==> src/hw/adcc_pkg.sv <==
package adcc_pkg;
    // ----------------------------------------------------------------
    // Register map and fields
    // ----------------------------------------------------------------
    localparam int ADDR_W = 8;
    localparam logic [7:0] CTRL_OFF = 8'h00;
    localparam logic [7:0] CLKSEL_OFF = 8'h04;
    localparam logic [7:0] RESH_OFF = 8'h08;
    localparam logic [7:0] RESL_OFF = 8'h0c;
    localparam int START_BIT = 7;
    localparam int BUSY_BIT = 6;
    localparam int EN_BIT = 5;
    localparam int FMT_BIT = 4;
    localparam int CH_MSB = 3;
    localparam int CH_W = 4;
    localparam int CKS_W = 3;
    localparam logic [7:0] CTRL_RST = 8'h00;
    localparam logic [2:0] CLKSEL_RST = 3'h0;
    localparam logic [3:0] CH_COUNT = 4'hc;
    // ----------------------------------------------------------------
    // Conversion timing
    // ----------------------------------------------------------------
    localparam int RES_W = 12;
    localparam int SAMPLE_TICKS = 4;
    localparam int CLK_PERIOD_NS = 10;
    localparam int SETTLE_NS = 30;
    localparam int SETTLE_CYC =
        (SETTLE_NS + CLK_PERIOD_NS - 1) / CLK_PERIOD_NS;
    // ----------------------------------------------------------------
    // Sequencer states
    // ----------------------------------------------------------------
    typedef enum logic [1:0] {
        SEQ_IDLE = 2'b00,
        SEQ_SAMPLE = 2'b01,
        SEQ_TRIAL = 2'b10,
        SEQ_DECIDE = 2'b11
    } adcc_seq_e;
endpackage

==> src/hw/adcc_conv_if.sv <==
interface adcc_conv_if;
    import adcc_pkg::*;
    logic start;
    logic abort;
    logic tick;
    logic cmp;
    logic busy;
    logic done;
    logic sample;
    logic [RES_W-1:0] trial;
    logic [RES_W-1:0] result;
    modport ctrl (output start, abort, tick, cmp,
                  input busy, done, sample, trial, result);
    modport seq (input start, abort, tick, cmp,
                 output busy, done, sample, trial, result);
endinterface

==> src/hw/adcc_clkdiv.sv <==
module adcc_clkdiv (
    input wire logic pclk,
    input wire logic presetn,
    input wire logic run,
    input wire logic [adcc_pkg::CKS_W-1:0] sel,
    output logic tick
);
    import adcc_pkg::*;
    logic [6:0] cnt_reg;
    logic [6:0] mask;

    // Divide by 2**sel; counter held at zero while idle
    assign mask = 7'((8'h01 << sel) - 8'h01);
    assign tick = run && ((cnt_reg & mask) == mask);

    always_ff @(posedge pclk or negedge presetn) begin
        if (!presetn) begin
            cnt_reg <= 7'h00;
        end else if (!run) begin
            cnt_reg <= 7'h00;
        end else begin
            cnt_reg <= cnt_reg + 7'h01;
        end
    end
endmodule

==> src/hw/adcc_sar_seq.sv <==
module adcc_sar_seq (
    input wire logic pclk,
    input wire logic presetn,
    adcc_conv_if.seq cv
);
    import adcc_pkg::*;
    adcc_seq_e state_reg;
    logic [RES_W-1:0] mask_reg;
    logic [RES_W-1:0] approx_reg;
    logic [3:0] cnt_reg;
    logic [RES_W-1:0] resolved;
    logic decide_now;

    assign resolved = cv.cmp ? approx_reg : (approx_reg & ~mask_reg);
    assign decide_now = cv.tick && (cnt_reg >= 4'(SETTLE_CYC));
    assign cv.busy = (state_reg != SEQ_IDLE);
    assign cv.sample = (state_reg == SEQ_SAMPLE);
    assign cv.trial = approx_reg;

    always_ff @(posedge pclk or negedge presetn) begin
        if (!presetn) begin
            state_reg <= SEQ_IDLE;
            mask_reg <= '0;
            approx_reg <= '0;
            cnt_reg <= 4'h0;
        end else if (cv.abort) begin
            state_reg <= SEQ_IDLE;
        end else begin
            unique case (state_reg)
                SEQ_IDLE: begin
                    if (cv.start) begin
                        state_reg <= SEQ_SAMPLE;
                        mask_reg <= {1'b1, {(RES_W-1){1'b0}}};
                        approx_reg <= '0;
                        cnt_reg <= 4'h0;
                    end
                end
                SEQ_SAMPLE: begin
                    if (cv.tick) begin
                        cnt_reg <= cnt_reg + 4'h1;
                        if (cnt_reg == 4'(SAMPLE_TICKS - 1)) begin
                            state_reg <= SEQ_TRIAL;
                        end
                    end
                end
                SEQ_TRIAL: begin
                    if (cv.tick) begin
                        approx_reg <= approx_reg | mask_reg;
                        cnt_reg <= 4'h0;
                        state_reg <= SEQ_DECIDE;
                    end
                end
                SEQ_DECIDE: begin
                    if (cnt_reg < 4'(SETTLE_CYC)) begin
                        cnt_reg <= cnt_reg + 4'h1;
                    end
                    if (decide_now) begin
                        approx_reg <= resolved;
                        mask_reg <= mask_reg >> 1;
                        state_reg <= mask_reg[0] ? SEQ_IDLE : SEQ_TRIAL;
                    end
                end
            endcase
        end
    end

    // End of the last bit decision
    always_ff @(posedge pclk or negedge presetn) begin
        if (!presetn) begin
            cv.done <= 1'b0;
            cv.result <= '0;
        end else begin
            cv.done <= 1'b0;
            if (!cv.abort && state_reg == SEQ_DECIDE && decide_now
                    && mask_reg[0]) begin
                cv.done <= 1'b1;
                cv.result <= resolved;
            end
        end
    end
endmodule

==> src/hw/adcc_top.sv <==
module adcc_top (
    input wire logic pclk,
    input wire logic presetn,
    input wire logic psel,
    input wire logic penable,
    input wire logic pwrite,
    input wire logic [adcc_pkg::ADDR_W-1:0] paddr,
    input wire logic [31:0] pwdata,
    output logic [31:0] prdata,
    output logic pready,
    output logic pslverr,
    input wire logic cmp_in,
    output logic converter_power_en,
    output logic [adcc_pkg::CH_W-1:0] channel_select,
    output logic channel_connect,
    output logic sample_hold,
    output logic [adcc_pkg::RES_W-1:0] trial_code,
    output logic eoc_pulse
);
    import adcc_pkg::*;

    generate
        if (RES_W != 12) begin : g_bad_width
            $error("result layout serves twelve bits only");
        end
    endgenerate

    // ----------------------------------------------------------------
    // Register state
    // ----------------------------------------------------------------
    logic start_reg;
    logic enable_reg;
    logic format_reg;
    logic [CH_W-1:0] chan_reg;
    logic connect_reg;
    logic [CKS_W-1:0] clksel_reg;
    logic [7:0] result_high_reg;
    logic [7:0] result_low_reg;
    logic [31:0] prdata_reg;
    logic eoc_reg;
    logic cmp_meta_reg;
    logic cmp_sync_reg;

    logic setup_ph;
    logic access_ph;
    logic wr_ctrl;
    logic wr_clksel;
    logic start_fire;
    logic start_accept;
    logic tick;

    adcc_conv_if cv ();

    function automatic logic addr_mapped(input logic [ADDR_W-1:0] a);
        return (a == CTRL_OFF) || (a == CLKSEL_OFF) ||
               (a == RESH_OFF) || (a == RESL_OFF);
    endfunction

    function automatic logic chan_exists(input logic [CH_W-1:0] c);
        return c < CH_COUNT;
    endfunction

    // ----------------------------------------------------------------
    // APB slave
    // ----------------------------------------------------------------
    assign setup_ph = psel && !penable;
    assign access_ph = psel && penable;
    assign pready = 1'b1;
    assign pslverr = access_ph && !addr_mapped(paddr);
    assign prdata = prdata_reg;
    assign wr_ctrl = access_ph && pwrite && (paddr == CTRL_OFF);
    assign wr_clksel = access_ph && pwrite && (paddr == CLKSEL_OFF);

    function automatic logic [31:0] read_word(
        input logic [ADDR_W-1:0] a);
        logic [31:0] w;
        w = 32'h0000_0000;
        unique case (a)
            CTRL_OFF: begin
                w[START_BIT] = start_reg;
                w[BUSY_BIT] = cv.busy;
                w[EN_BIT] = enable_reg;
                w[FMT_BIT] = format_reg;
                w[CH_MSB:0] = chan_reg;
            end
            CLKSEL_OFF: w[CKS_W-1:0] = clksel_reg;
            RESH_OFF: w[7:0] = result_high_reg;
            RESL_OFF: w[7:0] = result_low_reg;
            default: w = 32'h0000_0000;
        endcase
        return w;
    endfunction

    // Read data is captured in the setup phase, ready in the access phase
    always_ff @(posedge pclk or negedge presetn) begin
        if (!presetn) begin
            prdata_reg <= 32'h0000_0000;
        end else if (setup_ph) begin
            prdata_reg <= pwrite ? 32'h0000_0000 : read_word(paddr);
        end
    end

    // ----------------------------------------------------------------
    // Control register
    // ----------------------------------------------------------------
    always_ff @(posedge pclk or negedge presetn) begin
        if (!presetn) begin
            start_reg <= CTRL_RST[START_BIT];
            enable_reg <= CTRL_RST[EN_BIT];
            format_reg <= CTRL_RST[FMT_BIT];
            chan_reg <= CTRL_RST[CH_MSB:0];
        end else if (wr_ctrl) begin
            // Busy bit position is not stored
            start_reg <= pwdata[START_BIT];
            enable_reg <= pwdata[EN_BIT];
            format_reg <= pwdata[FMT_BIT];
            chan_reg <= pwdata[CH_MSB:0];
        end
    end

    always_ff @(posedge pclk or negedge presetn) begin
        if (!presetn) begin
            connect_reg <= 1'b0;
        end else if (wr_ctrl) begin
            connect_reg <= pwdata[EN_BIT] &&
                           chan_exists(pwdata[CH_MSB:0]);
        end
    end

    always_ff @(posedge pclk or negedge presetn) begin
        if (!presetn) begin
            clksel_reg <= CLKSEL_RST;
        end else if (wr_clksel) begin
            clksel_reg <= pwdata[CKS_W-1:0];
        end
    end

    // ----------------------------------------------------------------
    // Start pulse and sequencer hookup
    // ----------------------------------------------------------------
    // High then low on the start bit completes the trigger
    assign start_fire = wr_ctrl && start_reg && !pwdata[START_BIT];
    // A write that clears enable and start together must not start
    assign start_accept = start_fire && enable_reg && !cv.abort
                          && !cv.busy;
    assign cv.start = start_accept;
    assign cv.abort = wr_ctrl && !pwdata[EN_BIT];
    assign cv.tick = tick;
    assign cv.cmp = cmp_sync_reg;

    always_ff @(posedge pclk or negedge presetn) begin
        if (!presetn) begin
            cmp_meta_reg <= 1'b0;
            cmp_sync_reg <= 1'b0;
        end else begin
            cmp_meta_reg <= cmp_in;
            cmp_sync_reg <= cmp_meta_reg;
        end
    end

    adcc_clkdiv u_div (
        .pclk(pclk),
        .presetn(presetn),
        .run(cv.busy),
        .sel(clksel_reg),
        .tick(tick)
    );

    adcc_sar_seq u_seq (
        .pclk(pclk),
        .presetn(presetn),
        .cv(cv)
    );

    // ----------------------------------------------------------------
    // Result registers and completion
    // ----------------------------------------------------------------
    always_ff @(posedge pclk or negedge presetn) begin
        if (!presetn) begin
            result_high_reg <= 8'h00;
            result_low_reg <= 8'h00;
        end else if (cv.done) begin
            if (!format_reg) begin
                result_high_reg <= cv.result[11:4];
                result_low_reg <= {cv.result[3:0], 4'h0};
            end else begin
                result_high_reg <= {4'h0, cv.result[11:8]};
                result_low_reg <= cv.result[7:0];
            end
        end
    end

    always_ff @(posedge pclk or negedge presetn) begin
        if (!presetn) begin
            eoc_reg <= 1'b0;
        end else begin
            eoc_reg <= cv.done;
        end
    end

    assign eoc_pulse = eoc_reg;
    assign converter_power_en = enable_reg;
    assign channel_select = chan_reg;
    assign channel_connect = connect_reg;
    assign sample_hold = cv.sample;
    assign trial_code = cv.trial;

    logic [7:0] gap_cnt_reg;
    logic gap_valid_reg;

    always_ff @(posedge pclk or negedge presetn) begin
        if (!presetn) begin
            gap_cnt_reg <= 8'h00;
            gap_valid_reg <= 1'b0;
        end else begin
            gap_cnt_reg <= tick ? 8'h00 : gap_cnt_reg + 8'h01;
            if (wr_clksel || !cv.busy) begin
                gap_valid_reg <= 1'b0;
            end else if (tick) begin
                gap_valid_reg <= 1'b1;
            end
        end
    end
endmodule

==> config.mk <==
export PLATFORM = sky130hd
export DESIGN_NAME = adcc_top
export DESIGN_NICKNAME = d
export VERILOG_FILES = /design/src/hw/adcc_pkg.sv /design/src/hw/adcc_conv_if.sv /design/src/hw/adcc_clkdiv.sv /design/src/hw/adcc_sar_seq.sv /design/src/hw/adcc_top.sv
export SDC_FILE = /design/constraint.sdc
export NUM_CORES = 1
export LEC_CHECK = 0
export BUFFER_PORTS_ARGS = -buffer_cell sky130_fd_sc_hd__buf_2
export CORE_MARGIN = 2
export CORE_UTILIZATION = 46
export DETAILED_ROUTE_END_ITERATION = 7
export GPL_TIMING_DRIVEN = 0
export PLACE_DENSITY = 0.78
export RECOVER_POWER = 100
export SLEW_MARGIN = 20
export SYNTH_ARGS = -nofsm -noshare
export SYNTH_HDL_FRONTEND = slang
export SYNTH_SLANG_ARGS = --single-unit
==> constraint.sdc <==
create_clock -name pclk -period 2.34 [get_ports pclk]
set_input_delay 0.117 -clock pclk [delete_from_list [all_inputs] [get_ports pclk]]
set_output_delay 0.117 -clock pclk [all_outputs]
set_load 0.02 [all_outputs]
### Word level (Yosys, flattened, before mapping)

Cells that the tools add are included.

| storage, ports and cells | value |
|---|---|
| memories kept | 0 |
| RAM bits | 0 |
| output and inout bits | 54 |
| latch bits | 0 |
| memory bits (read-only) | 0 |
| logic and storage cells | 113 |
| bits in registers | 112 |
| input port bits | 46 |

| operators by class | value |
|---|---|
| $mul | 0 |
| add/sub/neg operators | 3 |
| $lt $le $gt $ge | 3 |
| div/mod/pow operators | 0 |
| equal/unequal tests | 18 |
| bitwise gates (word level) | 5 |
| mux-type cells | 28 |
| reductions and logical operators | 36 |
| shift-type cells | 1 |

Operators by type and width:

| operator | count |
|---|---|
| $mux W12 | 6 |
| $pmux W12 S3 | 1 |
| $mux W8 | 3 |
| $pmux W12 S2 | 1 |
| $logic_and A1 B1 Y1 | 18 |
| $eq A8 B4 Y1 const B | 2 |
| $mux W4 | 4 |
| $pmux W4 S4 | 1 |
| $pmux W5 S3 | 1 |
| $reduce_and A5 Y1 | 3 |
| $mux W2 | 7 |
| $and A12 B12 Y12 | 1 |
| $ne A3 B1 Y1 const B | 4 |
| $not A12 Y12 | 1 |
| $or A12 B12 Y12 | 1 |
| $pmux W3 S4 | 1 |
| $eq A8 B3 Y1 const B | 1 |
| $logic_not A8 Y1 | 1 |
| $ne A2 B1 Y1 const B | 4 |
| $pmux W2 S4 | 1 |
| $add A7 B1 Y7 const B | 1 |
| $and A7 B7 Y7 | 1 |
| $eq A7 B7 Y1 | 1 |
| $mux W7 | 1 |
| 19 further kinds | 28 |

### Depth between registers and ports, before layout

| depth | value |
|---|---|
| word-level depth | 11 |
| gate-level depth with buffers | 8 |
| gate-level depth less buffers | 7 |

### Hierarchy

A second synthesis with hierarchy kept.

| second synthesis, totals | value |
|---|---|
| cell total of the unflattened synthesis | 421 |
| area, all modules | 4260.3 µm² |

By module, submodules not included:

| module | instances | seq. area each (µm²) | cells an instance | area each (µm²) |
|---|---|---|---|---|
| adcc_top | 1 | 950.9 | 177 | 1955.6 |
| adcc_sar_seq | 1 | 1076.0 | 207 | 1944.4 |
| adcc_clkdiv | 1 | 175.2 | 37 | 360.3 |

### Worst setup path after synthesis

Ideal clock, no wire load.

| path | value |
|---|---|
| path type | register -> register |
| start point | register u_seq.cnt_reg[0] |
| end point | register u_seq.cnt_reg[3] |
| clock period less this slack | 2.088 ns |
| path buffers | 0 |
| data required time | 2.271 ns |
| library setup time | 0.069 ns |
| arrival time | 2.020 ns |
| cell stages (with the launch flop) | 8 |
| setup slack | 0.252 ns |
| path through | dfrtp_1 ha_1 or3_1 and3_1 a21oi_1 nand3_1 or4_1 nand3_1 |

| on the way | value |
|---|---|
| cells in the longest elaborated chain, start to end | 3 |
| elaborated cells on any way between the ends | 7 |
| those cells by class | add/sub (1); order compare (1); eq/ne (1); mux (3); reduce/logical (1) |

Ends and longest elaborated chain:

| element | RTL line | RTL |
|---|---|---|
| start, declared | adcc_sar_seq.sv:10 | `logic [3:0] cnt_reg;` |
| start signal, assigned | adcc_sar_seq.sv:40 | `cnt_reg <= cnt_reg + 4'h1;` |
| start signal, assigned | adcc_sar_seq.sv:55 | `cnt_reg <= cnt_reg + 4'h1;` |
| $add A4 B1 Y4 or $lt A4 B2 Y1 (tied branches) | adcc_sar_seq.sv:40, adcc_sar_seq.sv:55, adcc_sar_seq.sv:54 |  |
| $mux W4 (tied with other cells) | adcc_sar_seq.sv:54 | `if (cnt_reg < 4'(SETTLE_CYC)) begin` |
| $pmux W4 S4 or $reduce_and A5 Y1 (tied branches) | n/a |  |

Several ways; a longest one is shown, not always the timed one. The select of a mux whose other input is x is not followed.
A chain may end at the register's enable or synchronous reset.

### Worst setup path in the final report

Ends and elaborated chain as after synthesis.

==> metrics.md <==
| Metric | Value |
|---|---|
| Cell breakdown of the critical path | `ha_1, or3_1, and3_2, a21oi_2, nand3_2, or4_1, nand3_1` |
| Final period util | `0.972` |
| Clk sink count | `88` |
| Max FO, Critical Path | `7` |
| Period minus WS final | `around 2.3 ns` |
| Sequential fraction of the synthesis area | `0.513` |
| FF-to-FF path depth | `7` |
| Final layout net count | `~540` |
| CTS clock-pin slew for the worst setup and hold paths | `roughly 0.080 ns` |
| Syn Area/Cell | `between 10 and 15 sq um` |
| Non-Filler Instances | `608` |
| Unique cell type count in the Yosys netlist | `51` |
| Die area | `approximately 10000 sq um` |
| Synth top area share | `0.513` |
| Max Cap Viol | `0` |
| Clk_lat worst skew | `0.36 ns` |
| Gr ovfl total | `0` |
| Via Count | `roughly 3.3k` |
| Port Buffer Count | `48` |
| Vias per cell | `5.37` |
| Clk pwr share | `0.237` |
| Fin area | `5010 sq um` |
| Rows | `35` |
| Ys async rst share | `1.00` |
| Comb pwr share | `0.304` |
| GRT Overall Usage | `0.190` |
| Routability cong. | `about 0.86` |
| Post-synth top cells | `dfrtp_1 (88), o21ai_0 (34), nand2_1 (30)` |
| DP Cell Count | `slightly below 600` |
| RSZ-0062 raised after global routing | `false` |
| Measured slew at the worst slew-check pin | `between 0.8 and 0.9 ns` |
| Pint | `roughly 2.7 mW` |
| Pleak | `2.27 nW` |
| Slew Limit Fails | `0` |
| CTS root buf | `clkbuf_8` |
| Critical Path End Type | `flip-flop` |
| Initial DRC Count | `172` |
| Critical path type | `flip-flop to flip-flop` |
| Worst Setup Start Kind | `flip-flop` |
| CTS tree | `yes` |
| First-pass GRT wire length | `15.1 mm` |
| Post-place instance area | `approximately 4800 sq um` |
| Die H | `101 um` |
| Status | `finished clean` |
| Largest net degree at the start of global routing | `56` |
| Diodes inserted | `0` |
| Drt total wl | `9.21 mm` |
| Mapped cell area | `roughly 4300 sq um` |
| Share of layout cells above drive strength 1 | `0.193` |
| Drt wl/cell | `between 15 and 20 um` |
| Hold path depth | `2` |
| Yosys reg bits | `between 80 and 90` |
| DR pass1 iterations | `4` |
| Relative slew slack | `0.444` |
| Number of global-route vias before repair | `roughly 3.2k` |
| CP peak stage delay | `0.53 ns` |
| Yosys top cell by area | `dfrtp_1` |
| Placeable Area | `just over 9000 sq um` |
| Ys flop type | `dfrtp_1` |
| CTS H-tree depth | `3` |
| CP Data Arrival Time | `approximately 2.6 ns` |
| Max Root-Sink Buffers | `2` |
| Top-count cell post-synth | `dfrtp_1` |
| Syn. warnings | `0` |
| Register share of total power | `0.459` |
| Cells after Synth | `~400` |
| Max VDD drop | `approximately 0.44 mV` |
| Area contributors post-synth | `dfrtp_1 (51%), a22o_1 (4.5%), buf_4 (4.4%), mux2_2 (4.2%), o21ai_0 (4.0%)` |
| CTS Buf Count | `9` |
| Setup Viol. Count Final | `0` |
| P&R area growth vs syn | `16.7%` |
| Required @ worst endpoint | `2.64 ns` |
| Sw Ratio | `0.351` |
| Starting Density | `0.469` |
| WHS | `approximately 0.025 ns` |
| Worst Skew | `0.00789 ns` |
| # DRC | `0` |
| Final hold violations | `0` |
| Final ANT Viol Nets | `0` |
| DP Wirelength | `around 6.8 mm` |
| Worst Hold Class | `input port to flip-flop` |
| Initial antenna violation count | `0` |
| Net Switching | `about 1.5 mW` |
| # IOs | `100` |
| Fmax | `440 MHz` |
| Slowest cell on the critical path | `or4_1` |
| Post-synth EDFFs | `0` |
| Pwr dens | `between 800 and 900 nW/um^2` |
| Die width | `a little over 100 um` |
==> power groups by stage <==
stage / logic (mW) / registers, mW / clock network [mW]
detailed placement: 1.20 / 1.92 / 0
global placement: 1.14 / 1.91 / 0
finish: 1.26 / 1.90 / 0.984
floorplan: 0.820 / 1.94 / 0
global route: 1.40 / 1.93 / 1.07
CTS: 1.21 / 1.90 / 1.01
==> what timing repair did <==
action                                  CTS  global route
pin swaps                                 0             1
endpoints found under the setup margin    6            25
buffers inserted                          0             3
hold buffers                              5             1
endpoints found under the hold margin    37             1
resized for setup                         2             7
==> logic make-up after synthesis <==
logic type                 after synthesis  synth area share
AOI/OAI and AO/OA                      100             0.163
and+or+nand+nor                        118             0.146
other                                    2           0.00175
DFF                                     88             0.513
adders and majority gates                2           0.00582
muxes                                   32            0.0879
buffers and inverters                   55            0.0719
xor gates and xnor gates                 5            0.0102
==> per-stage QoR <==
step | total power [mW] | setup slack, ns | utilization | TNS, ns
floorplan | 2.76 | 0.252 | - | 0
global placement | 3.06 | -0.0231 | 0.520 | -0.0586
detailed placement | 3.12 | -0.103 | 0.524 | -0.949
CTS | 4.12 | 0.0201 | 0.549 | 0
global route | 4.40 | 0.00402 | 0.548 | 0
finish | 4.14 | 0.0664 | 0.548 | 0
==> worst paths after layout <==
path	startpoint	endpoint	slack, ns
worst min register to register	cmp_meta_reg	cmp_sync_reg	0.35
min in group asynchronous	presetn	u_seq.cv.trial[3]	0.39
worst min-delay path	pwdata[3]	channel_select[3]	0.02
worst max register to register	u_seq.cnt_reg[0]	u_seq.cnt_reg[3]	0.07
worst max-delay path	u_seq.cnt_reg[0]	u_seq.cnt_reg[3]	0.07
max in group asynchronous	presetn	u_div.cnt_reg[0]	0.61
==> critical path, delay by kind of cell (launching register included) <==
| kind | cells | cell delay [ns] |
|---|---|---|
| AO/OA/AOI/OAI | 1 | 0.12 |
| adder cells (fa/ha/maj) | 1 | 0.23 |
| flip-flops | 1 | 0.41 |
| AND/OR/NAND/NOR | 5 | 1.45 |
==> layer usage <==
| metal | GRT usage | wire (um) |
|---|---|---|
| met1 | 0.254 | 4270 |
| met2 | 0.306 | 4310 |
| met3 | 0.0451 | 498 |
| met4 | 0.0611 | 124 |
| met5 | 0 | 0 |
==> cell usage in the layout (no fill, tap or decap), types with 2 or more instances in the layout <==
| cell type | count |
|---|---|
| dfrtp_1 | 88 |
| nand3_1 | 15 |
| buf_2 | 18 |
| o31ai_1 | 6 |
| ha_1 | 2 |
| clkinv_2 | 2 |
| or4_1 | 3 |
| o21ai_0 | 33 |
| a21o_1 | 7 |
| xor2_1 | 3 |
| mux2i_1 | 13 |
| clkbuf_1 | 45 |
| nor3_1 | 3 |
| or3_1 | 3 |
| nand3b_1 | 5 |
| nor2_1 | 28 |
| conb_1 | 25 |
| and3_1 | 2 |
| nand3_2 | 2 |
| xnor2_1 | 2 |
| a21boi_0 | 7 |
| clkbuf_8 | 9 |
| mux4_2 | 3 |
| nand4_1 | 2 |
| nand2_1 | 30 |
| a221o_1 | 6 |
| inv_1 | 11 |
| buf_4 | 28 |
| clkbuf_2 | 3 |
| dlygate4sd3_1 | 6 |
| nor2b_1 | 3 |
| a22o_1 | 22 |
| mux2_2 | 16 |
| a21oi_1 | 9 |
| nand2b_1 | 8 |
| or2_2 | 2 |
==> area by class of cell <==
cell class                      instances  area (sq um)
Inverter                               11          41.3
Fill cell                             811          4140
Tap cell                              111           139
Sequential cell                        88          2200
Buffer                                 44           269
Timing Repair Buffer                   58           294
Clock inverter                          4          47.5
Multi-Input combinational cell        282          1890
Clock buffer                           10           128
(Power assumes the default switching activity.)
